File: config.mk
export PLATFORM = sky130hd
export DESIGN_NAME = pcdt_top
export DESIGN_NICKNAME = d
export VERILOG_FILES = /design/src/include/pcdt_pkg.sv /design/src/include/pcdt_chk_if.sv /design/src/hdl/pcdt_top.sv /design/src/hdl/pcdt_lane_checker.sv
export SDC_FILE = /design/constraint.sdc
export NUM_CORES = 1
export LEC_CHECK = 0
export ABC_CLOCK_PERIOD_IN_PS = 2600
export BUFFER_PORTS_ARGS = -buffer_cell sky130_fd_sc_hd__buf_4
export CORE_UTILIZATION = 50
export DETAILED_ROUTE_END_ITERATION = 10
export PLACE_DENSITY = 0.74
export SLEW_MARGIN = 30
export SYNTH_ARGS = -nofsm -noshare
export SYNTH_HDL_FRONTEND = slang
export SYNTH_HIERARCHICAL = 1
export SYNTH_SLANG_ARGS = --single-unit
File: constraint.sdc
create_clock -name clk -period 2.6 [get_ports clk]
set_input_delay 0.13 -clock clk [delete_from_list [all_inputs] [get_ports clk]]
set_output_delay 0.13 -clock clk [all_outputs]
set_load 0.05 [all_outputs]
File: src/include/pcdt_pkg.sv
// Constants shared by the sequence checker and constant-test block.
// How it works
// Real inversion bit three, resets zero.
// Imaginary inversion bit four, resets one.
// Bit two selects seven or fifteen polynomial.
// Real channel keeps read-only eight-bit error count.
// Imaginary channel keeps its own error count.
// Constant word split over two byte registers.
// Test bit one swaps samples for constant.
// Constant test absent on the narrow variant.
// Good flags at bits six and seven.
// Enable runs checker; clear bit holds counts zero.
package pcdt_pkg;

  // ----------------------------------------------------------------
  // Register offsets
  // ----------------------------------------------------------------
  localparam int ADDR_W = 10;
  localparam logic [ADDR_W-1:0] ADDR_SEQ_CTRL = 10'h14B;
  localparam logic [ADDR_W-1:0] ADDR_REAL_ERR = 10'h14C;
  localparam logic [ADDR_W-1:0] ADDR_IMAG_ERR = 10'h14D;
  localparam logic [ADDR_W-1:0] ADDR_DC_HIGH = 10'h14E;
  localparam logic [ADDR_W-1:0] ADDR_DC_LOW = 10'h14F;
  localparam logic [ADDR_W-1:0] ADDR_DIGITAL_TEST_CONTROL = 10'h150;
  localparam logic [ADDR_W-1:0] ADDR_DECODE = 10'h151;

  // ----------------------------------------------------------------
  // Field positions
  // ----------------------------------------------------------------
  localparam int BIT_ENABLE = 0;
  localparam int BIT_CLEAR = 1;
  localparam int BIT_POLY = 2;
  localparam int BIT_INV_REAL = 3;
  localparam int BIT_INV_IMAG = 4;
  localparam int BIT_GOOD_REAL = 6;
  localparam int BIT_GOOD_IMAG = 7;
  localparam int BIT_DC_ENABLE = 1;
  localparam int BIT_DIG_SPARE = 0;

  // ----------------------------------------------------------------
  // Reset values and masks
  // ----------------------------------------------------------------
  localparam logic [7:0] SEQ_CTRL_RESET = 8'h10;
  localparam logic [7:0] SEQ_CTRL_MASK = 8'h1F;
  localparam logic [7:0] DECODE_MASK = 8'hF8;
  localparam logic [7:0] BYTE_ZERO = 8'h00;
  localparam logic [7:0] COUNT_MAX = 8'hFF;
  localparam logic [7:0] COUNT_ONE = 8'h01;

  // ----------------------------------------------------------------
  // Sequence taps: x^7+x^6+1 and x^15+x^14+1
  // ----------------------------------------------------------------
  localparam int HIST_W = 15;
  localparam int TAP7_A = 6;
  localparam int TAP7_B = 5;
  localparam int TAP15_A = 14;
  localparam int TAP15_B = 13;

  typedef logic [7:0] pcdt_byte_t;

endpackage : pcdt_pkg

File: src/include/pcdt_chk_if.sv
// Control and result signals between the top and one lane checker.
`timescale 1ns/1ps
interface pcdt_chk_if #(parameter int W = 16);
  logic enable;
  logic clear;
  logic poly;
  logic invert;
  logic valid;
  logic [W-1:0] data;
  pcdt_pkg::pcdt_byte_t count;
  logic good;

  modport lane_port (input enable, input clear, input poly, input invert, input valid, input data,
    output count, output good);
  modport top (output enable, output clear, output poly, output invert, output valid, output data,
    input count, input good);
endinterface : pcdt_chk_if

File: src/hdl/pcdt_top.sv
// Register block, constant-word override and two sequence checkers.
`timescale 1ns/1ps
module pcdt_top #(
  parameter int W = 16,
  parameter bit DC_TEST_PRESENT = 1'b1
) (
  // Clock and reset
  input wire logic clk,
  input wire logic reset,
  // Register port
  input wire logic [pcdt_pkg::ADDR_W-1:0] reg_addr,
  input wire logic reg_write,
  input wire logic reg_read,
  input wire logic [7:0] reg_wdata,
  output logic [7:0] reg_rdata,
  output logic reg_rdata_valid,
  // Incoming samples
  input wire logic sample_valid,
  input wire logic [W-1:0] real_sample,
  input wire logic [W-1:0] imag_sample,
  // Outgoing samples
  output logic out_valid,
  output logic [W-1:0] real_out,
  output logic [W-1:0] imag_out
);

  // ----------------------------------------------------------------
  // Control registers
  // ----------------------------------------------------------------
  pcdt_pkg::pcdt_byte_t seq_ctrl;
  pcdt_pkg::pcdt_byte_t dc_high;
  pcdt_pkg::pcdt_byte_t dc_low;
  logic dc_enable;
  logic dig_spare;
  pcdt_pkg::pcdt_byte_t decode_ctrl;

  // ----------------------------------------------------------------
  // Address decode
  // ----------------------------------------------------------------
  // One match function serves every write strobe, so a change of the
  // address width touches a single place.
  function automatic logic pcdt_hit(
    input logic [pcdt_pkg::ADDR_W-1:0] addr,
    input logic [pcdt_pkg::ADDR_W-1:0] target
  );
    return addr == target;
  endfunction : pcdt_hit

  wire wr_seq = reg_write && pcdt_hit(reg_addr, pcdt_pkg::ADDR_SEQ_CTRL);
  wire wr_dc_high = reg_write && pcdt_hit(reg_addr, pcdt_pkg::ADDR_DC_HIGH);
  wire wr_dc_low = reg_write && pcdt_hit(reg_addr, pcdt_pkg::ADDR_DC_LOW);
  wire wr_dig = reg_write && pcdt_hit(reg_addr, pcdt_pkg::ADDR_DIGITAL_TEST_CONTROL);
  wire wr_decode = reg_write && pcdt_hit(reg_addr, pcdt_pkg::ADDR_DECODE);

  // Next values are picked here so that each flip-flop block stays short.
  // On the narrow variant the constant bytes and the enable never leave zero.
  wire [7:0] next_seq_ctrl = wr_seq ? (reg_wdata & pcdt_pkg::SEQ_CTRL_MASK) : seq_ctrl;
  wire [7:0] next_dc_high = (wr_dc_high && DC_TEST_PRESENT) ? reg_wdata : dc_high;
  wire [7:0] next_dc_low = (wr_dc_low && DC_TEST_PRESENT) ? reg_wdata : dc_low;
  wire next_dc_enable = wr_dig ? (reg_wdata[pcdt_pkg::BIT_DC_ENABLE] && DC_TEST_PRESENT) : dc_enable;
  wire next_dig_spare = wr_dig ? reg_wdata[pcdt_pkg::BIT_DIG_SPARE] : dig_spare;
  wire [7:0] next_decode_ctrl = wr_decode ? (reg_wdata & pcdt_pkg::DECODE_MASK) : decode_ctrl;

  // ----------------------------------------------------------------
  // Register flip-flops
  // ----------------------------------------------------------------
  always_ff @(posedge clk)
  begin
    if (reset)
    begin
      seq_ctrl <= pcdt_pkg::SEQ_CTRL_RESET;
    end
    else
    begin
      seq_ctrl <= next_seq_ctrl;
    end
  end

  always_ff @(posedge clk)
  begin
    if (reset)
    begin
      dc_high <= pcdt_pkg::BYTE_ZERO;
    end
    else
    begin
      dc_high <= next_dc_high;
    end
  end

  always_ff @(posedge clk)
  begin
    if (reset)
    begin
      dc_low <= pcdt_pkg::BYTE_ZERO;
    end
    else
    begin
      dc_low <= next_dc_low;
    end
  end

  always_ff @(posedge clk)
  begin
    if (reset)
    begin
      dc_enable <= 1'b0;
      dig_spare <= 1'b0;
    end
    else
    begin
      dc_enable <= next_dc_enable;
      dig_spare <= next_dig_spare;
    end
  end

  always_ff @(posedge clk)
  begin
    if (reset)
    begin
      decode_ctrl <= pcdt_pkg::BYTE_ZERO;
    end
    else
    begin
      decode_ctrl <= next_decode_ctrl;
    end
  end

  // ----------------------------------------------------------------
  // Lane checkers
  // ----------------------------------------------------------------
  wire [W-1:0] lane_data [2];
  wire lane_invert [2];
  pcdt_pkg::pcdt_byte_t lane_count [2];
  logic lane_good [2];

  assign lane_data[0] = real_sample;
  assign lane_data[1] = imag_sample;
  assign lane_invert[0] = seq_ctrl[pcdt_pkg::BIT_INV_REAL];
  assign lane_invert[1] = seq_ctrl[pcdt_pkg::BIT_INV_IMAG];

  // The checkers watch the incoming samples, ahead of the override, so a
  // constant test does not count as a sequence error.
  for (genvar g = 0; g < 2; g++)
  begin : lane_gen
    pcdt_chk_if #(.W(W)) lane_bus ();
    assign lane_bus.enable = seq_ctrl[pcdt_pkg::BIT_ENABLE];
    assign lane_bus.clear = seq_ctrl[pcdt_pkg::BIT_CLEAR];
    assign lane_bus.poly = seq_ctrl[pcdt_pkg::BIT_POLY];
    assign lane_bus.invert = lane_invert[g];
    assign lane_bus.valid = sample_valid;
    assign lane_bus.data = lane_data[g];
    assign lane_count[g] = lane_bus.count;
    assign lane_good[g] = lane_bus.good;
    pcdt_lane_checker #(.W(W)) u_checker (
      .clk(clk),
      .reset(reset),
      .lane(lane_bus)
    );
  end

  // ----------------------------------------------------------------
  // Register read-back
  // ----------------------------------------------------------------
  wire [7:0] seq_status = (seq_ctrl & pcdt_pkg::SEQ_CTRL_MASK)
                        | ({7'h00, lane_good[0]} << pcdt_pkg::BIT_GOOD_REAL)
                        | ({7'h00, lane_good[1]} << pcdt_pkg::BIT_GOOD_IMAG);
  wire [7:0] dig_status = ({7'h00, dc_enable} << pcdt_pkg::BIT_DC_ENABLE)
                        | ({7'h00, dig_spare} << pcdt_pkg::BIT_DIG_SPARE);

  logic [7:0] read_mux;
  always_comb
  begin
    case (reg_addr)
      pcdt_pkg::ADDR_SEQ_CTRL: read_mux = seq_status;
      pcdt_pkg::ADDR_REAL_ERR: read_mux = lane_count[0];
      pcdt_pkg::ADDR_IMAG_ERR: read_mux = lane_count[1];
      pcdt_pkg::ADDR_DC_HIGH: read_mux = dc_high;
      pcdt_pkg::ADDR_DC_LOW: read_mux = dc_low;
      pcdt_pkg::ADDR_DIGITAL_TEST_CONTROL: read_mux = dig_status;
      pcdt_pkg::ADDR_DECODE: read_mux = decode_ctrl;
      default: read_mux = pcdt_pkg::BYTE_ZERO;
    endcase
  end

  always_ff @(posedge clk)
  begin
    if (reset)
    begin
      reg_rdata <= pcdt_pkg::BYTE_ZERO;
      reg_rdata_valid <= 1'b0;
    end
    else
    begin
      reg_rdata_valid <= reg_read;
      if (reg_read)
      begin
        reg_rdata <= read_mux;
      end
    end
  end

  // ----------------------------------------------------------------
  // Datapath with constant-word override
  // ----------------------------------------------------------------
  wire [15:0] constant_test_word = {dc_high, dc_low};
  wire [W-1:0] const_sample = W'(constant_test_word);

  always_ff @(posedge clk)
  begin
    if (reset)
    begin
      out_valid <= 1'b0;
      real_out <= '0;
      imag_out <= '0;
    end
    else
    begin
      out_valid <= sample_valid;
      real_out <= dc_enable ? const_sample : real_sample;
      imag_out <= dc_enable ? const_sample : imag_sample;
    end
  end

endmodule : pcdt_top

File: src/hdl/pcdt_lane_checker.sv
// Self-synchronising sequence checker for one sample channel.
`timescale 1ns/1ps
module pcdt_lane_checker #(
  parameter int W = 16
) (
  // Clock and reset
  input wire logic clk,
  input wire logic reset,
  // Control and results
  pcdt_chk_if.lane_port lane
);

  // ----------------------------------------------------------------
  // Word scan
  // ----------------------------------------------------------------
  // Each bit is predicted from the received history, MSB first, so the
  // checker locks after one word without any seed exchange.
  function automatic logic [pcdt_pkg::HIST_W:0] pcdt_scan(
    input logic [pcdt_pkg::HIST_W-1:0] hist_in,
    input logic [W-1:0] word,
    input logic poly
  );
    logic [pcdt_pkg::HIST_W-1:0] h;
    logic err;
    logic expect_bit;
    h = hist_in;
    err = 1'b0;
    for (int i = W - 1; i >= 0; i--)
    begin
      expect_bit = poly ? (h[pcdt_pkg::TAP15_A] ^ h[pcdt_pkg::TAP15_B])
                        : (h[pcdt_pkg::TAP7_A] ^ h[pcdt_pkg::TAP7_B]);
      if (expect_bit != word[i])
      begin
        err = 1'b1;
      end
      h = {h[pcdt_pkg::HIST_W-2:0], word[i]};
    end
    return {err, h};
  endfunction : pcdt_scan

  logic [pcdt_pkg::HIST_W-1:0] hist;
  logic primed;
  pcdt_pkg::pcdt_byte_t count;
  logic good;

  // Inverted expected data is the same as checking the complemented word.
  wire [W-1:0] word_fixed = lane.invert ? ~lane.data : lane.data;
  wire [pcdt_pkg::HIST_W:0] scan = pcdt_scan(hist, word_fixed, lane.poly);
  wire word_err = scan[pcdt_pkg::HIST_W];
  wire check_now = lane.enable && lane.valid && primed;
  wire saturated = (count == pcdt_pkg::COUNT_MAX);
  wire [7:0] next_count = lane.clear ? pcdt_pkg::BYTE_ZERO
                        : (check_now && word_err && !saturated) ? 8'(count + pcdt_pkg::COUNT_ONE)
                        : count;

  // ----------------------------------------------------------------
  // State
  // ----------------------------------------------------------------
  always_ff @(posedge clk)
  begin
    if (reset)
    begin
      hist <= '0;
      primed <= 1'b0;
      count <= pcdt_pkg::BYTE_ZERO;
      good <= 1'b0;
    end
    else
    begin
      count <= next_count;
      if (!lane.enable)
      begin
        primed <= 1'b0;
        good <= 1'b0;
      end
      else if (lane.valid)
      begin
        hist <= scan[pcdt_pkg::HIST_W-1:0];
        primed <= 1'b1;
        if (primed)
        begin
          good <= !word_err;
        end
      end
    end
  end

  assign lane.count = count;
  assign lane.good = good;

endmodule : pcdt_lane_checker

Yosys cells after proc, flatten, opt, wreduce, memory -nomap -nowiden
Index checks and enable logic that the tools add are counted.
{"block": "op_classes", "addsub": 2, "n_eq_ne": 41, "n_mux": 69, "bitwise": 54, "n_reduce_logical": 19}
{"operator": "$eq A10 B9 Y1 const B", "n": 7}
{"operator": "$mux W1", "n": 64}
{"operator": "$mux W16", "n": 4}
{"operator": "$pmux W8 S7", "n": 1}
{"operator": "$xor A1 B1 Y1", "n": 48}
{"operator": "$ne A1 B1 Y1", "n": 32}
{"operator": "$not A16 Y16", "n": 2}
{"operator": "$add A8 B1 Y8 const B", "n": 2}
{"operator": "$eq A8 B8 Y1 const B", "n": 2}
{"operator": "$logic_and A1 B1 Y1", "n": 11}
{"operator": "$or A7 B8 Y8", "n": 1}
{"operator": "$or A5 B7 Y7", "n": 1}
{"operator": "$logic_not A1 Y1", "n": 4}
{"operator": "$reduce_and A2 Y1", "n": 2}
{"operator": "$reduce_or A2 Y1", "n": 2}
{"operator": "$or A2 B1 Y2", "n": 1}
{"operator": "$not A1 Y1", "n": 1}
{"block": "totals", "regBits": 119, "in_bits": 55, "output_inout_bits": 42, "elab_cells": 203}

Logic depth before layout (Yosys ltp)
{"block": "logic_depth", "depth_word": 21, "mapped_depth": 10, "depth_no_buf": 8}

Cells and area by module
Netlist, hierarchy kept.
{"module": "pcdt_lane_checker", "instances": 2, "cells_per_inst": 204, "area_per_inst_um2": 1888.1, "seq_area_each_um2": 500.5}
{"module": "pcdt_top", "instances": 1, "cells_per_inst": 317, "area_per_inst_um2": 3000.4, "seq_area_each_um2": 1401.3}

Worst setup path before layout
OpenSTA, ideal clock, no wires.
{"block": "synth_path", "path_type": "reg-to-reg", "start": "register seq_ctrl[2]", "end": "register lane_gen[0].u_checker.count[4]", "setup_ns": 0.137, "arrival_time_ns": 2.277, "t_required_ns": 2.463, "path_slack_ns": 0.186, "stages_incl_launch_ff": 11, "n_path_buf": 3, "synth_period_minus_slack_ns": 2.414, "path_cell_list": "dfxtp_1 buf_2 buf_4 mux2i_1 nand2_1 or4_4 a221oi_4 a31o_4 buf_8 or3_1 a21oi_2"}
{"block": "synth_between", "elab_chain_len": 20, "elab_cells_between_ends": 50, "classes_between": "eq/ne (16); mux (32); reduce/logical (2)"}
{"item": "start: declaration", "line_no": "pcdt_top.sv:30", "rtl": "pcdt_pkg::pcdt_byte_t seq_ctrl;"}
{"item": "start signal: assignment", "line_no": "pcdt_top.sv:71", "rtl": "seq_ctrl <= pcdt_pkg::SEQ_CTRL_RESET;"}
{"item": "start signal: assignment", "line_no": "pcdt_top.sv:75", "rtl": "seq_ctrl <= next_seq_ctrl;"}
{"item": "$mux W1", "line_no": "pcdt_lane_checker.sv:30", "rtl": "expect_bit = poly ? (h[pcdt_pkg::TAP15_A] ^ h[pcdt_pkg::TAP15_B])"}
{"item": "$ne A1 B1 Y1", "line_no": "pcdt_lane_checker.sv:32", "rtl": "if (expect_bit != word[i])"}
{"item": "$mux W1 (15 in series)", "line_no": "pcdt_lane_checker.sv:32"}
{"item": "$mux W1 (*)", "line_no": "pcdt_lane_checker.sv:32"}
{"item": "$logic_and A1 B1 Y1 (*) (2 in series)", "line_no": "pcdt_lane_checker.sv:53", "rtl": ": (check_now && word_err && !saturated) ? 8'(count + pcdt_pkg::COUNT_ONE)"}
{"item": "end signal: assignment", "line_no": "pcdt_lane_checker.sv:65", "rtl": "count <= pcdt_pkg::BYTE_ZERO;"}
{"item": "end signal: assignment", "line_no": "pcdt_lane_checker.sv:70", "rtl": "count <= next_count;"}
{"item": "end: declaration", "line_no": "pcdt_lane_checker.sv:43", "rtl": "pcdt_pkg::pcdt_byte_t count;"}
Mark *: on every way between the ends. The rest lies on a longest branch, timed or not.
A chain may end at the register's enable or synchronous reset.

Worst setup path in the final report
{"block": "layout_path", "start": "register seq_ctrl[2]", "end": "register lane_gen[1].u_checker.count[4]"}
{"block": "layout_between", "elab_chain_len": 20, "elab_cells_between_ends": 50, "classes_between": "eq/ne (16); mux (32); reduce/logical (2)"}
{"item": "$mux W1", "line_no": "pcdt_lane_checker.sv:30"}
{"item": "$ne A1 B1 Y1", "line_no": "pcdt_lane_checker.sv:32"}
{"item": "$mux W1 (15 in series)", "line_no": "pcdt_lane_checker.sv:32"}
{"item": "$mux W1 (*)", "line_no": "pcdt_lane_checker.sv:32"}
{"item": "$logic_and A1 B1 Y1 (*) (2 in series)", "line_no": "pcdt_lane_checker.sv:53"}
{"item": "end signal: assignment", "line_no": "pcdt_lane_checker.sv:65"}
{"item": "end signal: assignment", "line_no": "pcdt_lane_checker.sv:70"}
{"item": "end: declaration", "line_no": "pcdt_lane_checker.sv:43"}
Marked as above.

==> results.ini <==
[floorplan]
die_h_um=118
start_util_pct=51.2
die_width_um=118
coreArea_um2=13200
ios=97
die_area_um2=14000
rows=42

[sta]
setup_tns_ns=0
slew_viol_final=0
timing.slew.headroom_pct=42.2
max_slew.worst_pin.slew_ns=0.866
hold_violations=0
period_minus_slack_ns=2.51
layout_worst_path_cycle_share_pct=96.4
max_freq_mhz=399
finalSetupViolations=0
rsz0062_at_grt=no
fin_worst_skew_ns=0.00552

[hold_path]
hp-class=in -> reg
holdPathStages=3
whs_endpoint=imag_out[4]
hold_start=imag_sample[4]

[setup_path]
reg2reg_slack_ns=0.09
arrival_ns=2.80
timing.rr.end=lane_gen[1].u_checker/lane.count[4]
timing.rr.start=seq_ctrl[2]
r2r_cells=8
critical_path_class=reg -> reg
critPathRequiredTime_ns=2.89
startpoint_type=flop
cp_max_fo=18
startpoint=seq_ctrl[2]
cp-end-kind=flop

[placement]
gp_congestion=0.857
io_buffers=96
place_hpwl_um=12900

[status]
status=finished, final reports clean

[routing]
ant_nets=0
dr.pass1.iters=5
wl_per_cell_um=18.6
vias=5789
drc=0
drt_wl_total_um=18500
via_per_inst=5.82
drt_iter0_markers=397

[synthesis]
seq_area_frac_synth_pct=35.5
synthArstFlopShare_pct=0
syn_nets=782
synth.cell_area_um2=6780
synthCells=725
synth_edf_count=0
synth_warnings=6
synth_cell_type_count=63
avgSynthCellArea_um2=9.35
yosys_most_used_dff=dfxtp_1
synth_seq_cells=120

[global_route]
track_usage_pct=26.4
grt_max_degree=68
antenna_found_initial=0
grt_pass1_wl_um=28900
overflow=0
grt_pass1_vias=5631

[power]
cellPowerDensity_nw_per_um2=589
vdd_drop_max_v=0.000474
cellLeakagePower_nw=3.14
finalPower_mw=4.90

[cells_and_area]
finish.utilization_pct=62.8
num_antenna_cells=0
fill_cells=1119
drive_gt1_share_pct=24.1
fin_nets=863
area_growth_pct=22.7

[clock_tree]
cts_buffers=17
clkSlewWorstSetupHoldPaths_ns=0.05
h-tree-depth=4
cts_tree=yes
clock-sinks=120
root_buffer=clkbuf_16
cts_buffer_depth=2
insertion_delay_ns=0.41

[job]
maxCapViolCount=0

==> cells in the mapped netlist, types with 3 or more instances <==
cell type	number	area share (%)
a211oi_1	32	3.5
a21oi_1	43	3.2
a21oi_2	14	1.8
a221oi_1	4	0.52
a22oi_1	3	0.33
a31oi_1	4	0.37
a32o_1	3	0.44
and2_1	4	0.37
and3_1	12	1.1
buf_1	3	0.17
buf_2	7	0.52
clkbuf_1	31	1.7
clkbuf_2	7	0.52
dfxtp_1	120	35
inv_1	5	0.28
mux2i_1	48	7.1
mux2i_2	4	0.81
mux4_2	8	2.7
nand2_1	43	2.4
nand2b_1	34	3.1
nand3_1	18	1.3
nand4_1	14	1.3
nor2_1	62	3.4
nor2b_1	5	0.46
o21ai_0	13	0.96
o21ai_1	8	0.59
o31ai_1	6	0.66
or3_1	4	0.37
or3_2	4	0.44
or4_1	5	0.55
or4_2	6	0.78
or4_4	3	0.50
xnor2_1	72	9.3
xnor3_1	8	2.7
xor2_1	30	3.9
==> worst max path at each step <==
stage,end,slack (ns),cells after the start
final,lane_gen[1].u_checker/lane.count[4],0.09,8
after detailed placement,lane_gen[0].u_checker/lane.count[7],0.08,8
after global placement,lane_gen[0].u_checker/lane.count[4],0.18,8
after global routing,lane_gen[1].u_checker/lane.count[6],0.0004,8
after floorplan,lane_gen[0].u_checker/lane.count[4],0.19,10
after CTS,lane_gen[0].u_checker/lane.count[7],0.06,8
==> registers in the layout, indices dropped and copies added, names as in the netlist, 5 cells and up <==
| register | count |
|---|---|
| imag_out | 16 |
| dc_high | 8 |
| reg_rdata | 8 |
| real_out | 16 |
| decode_ctrl | 5 |
| lane_gen.u_checker/hist | 30 |
| lane_gen.u_checker/lane.count | 16 |
| dc_low | 8 |
| seq_ctrl | 5 |
==> cell families after synthesis <==
| kind of cell | count (synthesis) | synth area share [%] |
|---|---|---|
| AOI/OAI and AO/OA | 145 | 15.3 |
| xor gates and xnor gates | 110 | 15.8 |
| adders and majority gates | 2 | 0.369 |
| buffers and inverters | 58 | 4.02 |
| DFF | 120 | 35.5 |
| muxes | 60 | 10.6 |
| and+or+nand+nor | 230 | 18.5 |
==> cells in the final DEF (no fill, tap or decap), types with 5 or more instances in the layout <==
master	instances
dfxtp_1	116
buf_4	104
xnor2_1	72
nor2_1	62
mux2i_1	44
nand2_1	43
a21oi_1	43
nand2b_1	34
a211oi_1	32
xor2_1	30
nand3_1	18
clkbuf_16	18
nand4_1	14
a21oi_2	14
o21ai_0	13
and3_1	12
dlygate4sd3_1	9
mux4_2	8
xnor3_1	8
o21ai_1	8
mux2i_2	6
o31ai_1	6
or4_2	6
inv_1	5
nor2b_1	5
or4_1	5
clkbuf_8	5
==> report_power, final <==
group,switching (mW),internal [mW]
logic,0.344,0.225
registers,0.00986,1.87
clock network,0.827,1.62
==> critical path, cell delays in order (launching register included) <==
cell      delay (ns)
dfxtp_2         0.40
buf_12          0.21
mux2i_1         0.27
xnor2_1         0.12
or4_4           0.54
a221oi_4        0.35
a31o_4          0.28
or3_1           0.15
a21oi_2         0.05
==> through the flow <==
| stage | hold WS, ns | instance area, um^2 | std cells | setup WS (ns) |
|---|---|---|---|---|
| 3_3_place_gp | 0.394 | 7540 | 953 | 0.180 |
| 6_report | 0.0218 | 8310 | 994 | 0.0923 |
| 3_5_place_dp | 0.416 | 7540 | 953 | 0.0837 |
| 4_1_cts | 0.00316 | 8240 | 992 | 0.0609 |
| 2_1_floorplan | 0.208 | 6780 | 725 | 0.186 |
| 5_1_grt | 0.0188 | 8310 | 994 | 0.000435 |
==> routing by layer <==
layer	vias to the layer above	GRT usage (%)	routed length, um	share of wire (%)
met5	-	0	0	0
met4	0	12.3	525	2.8
met3	36	6.66	1440	7.8
met2	238	41.5	8520	46
met1	2772	34.1	8030	43
li1	2743	-	-	-
==> area by class of cell <==
cell class              instances  area [um^2]  share of cell area [%]
clock buffers                  23          498                    5.99
repair buffers                115          916                    11.0
inverters                       5         18.8                   0.226
flip-flops and latches        120         2410                    29.0
clock inverters                 8          118                    1.42
well taps                     176          220                    2.65
multi-input cells             547         4130                    49.7
==> repair_timing <==
action                                  CTS  global route
endpoints found under the hold margin    14             1
hold buffers                              8             1
setup buffers                             0             0
endpoints found under the setup margin    0            16
resized for setup                         0             9
Note: power is estimated with default switching activity, not from simulation.
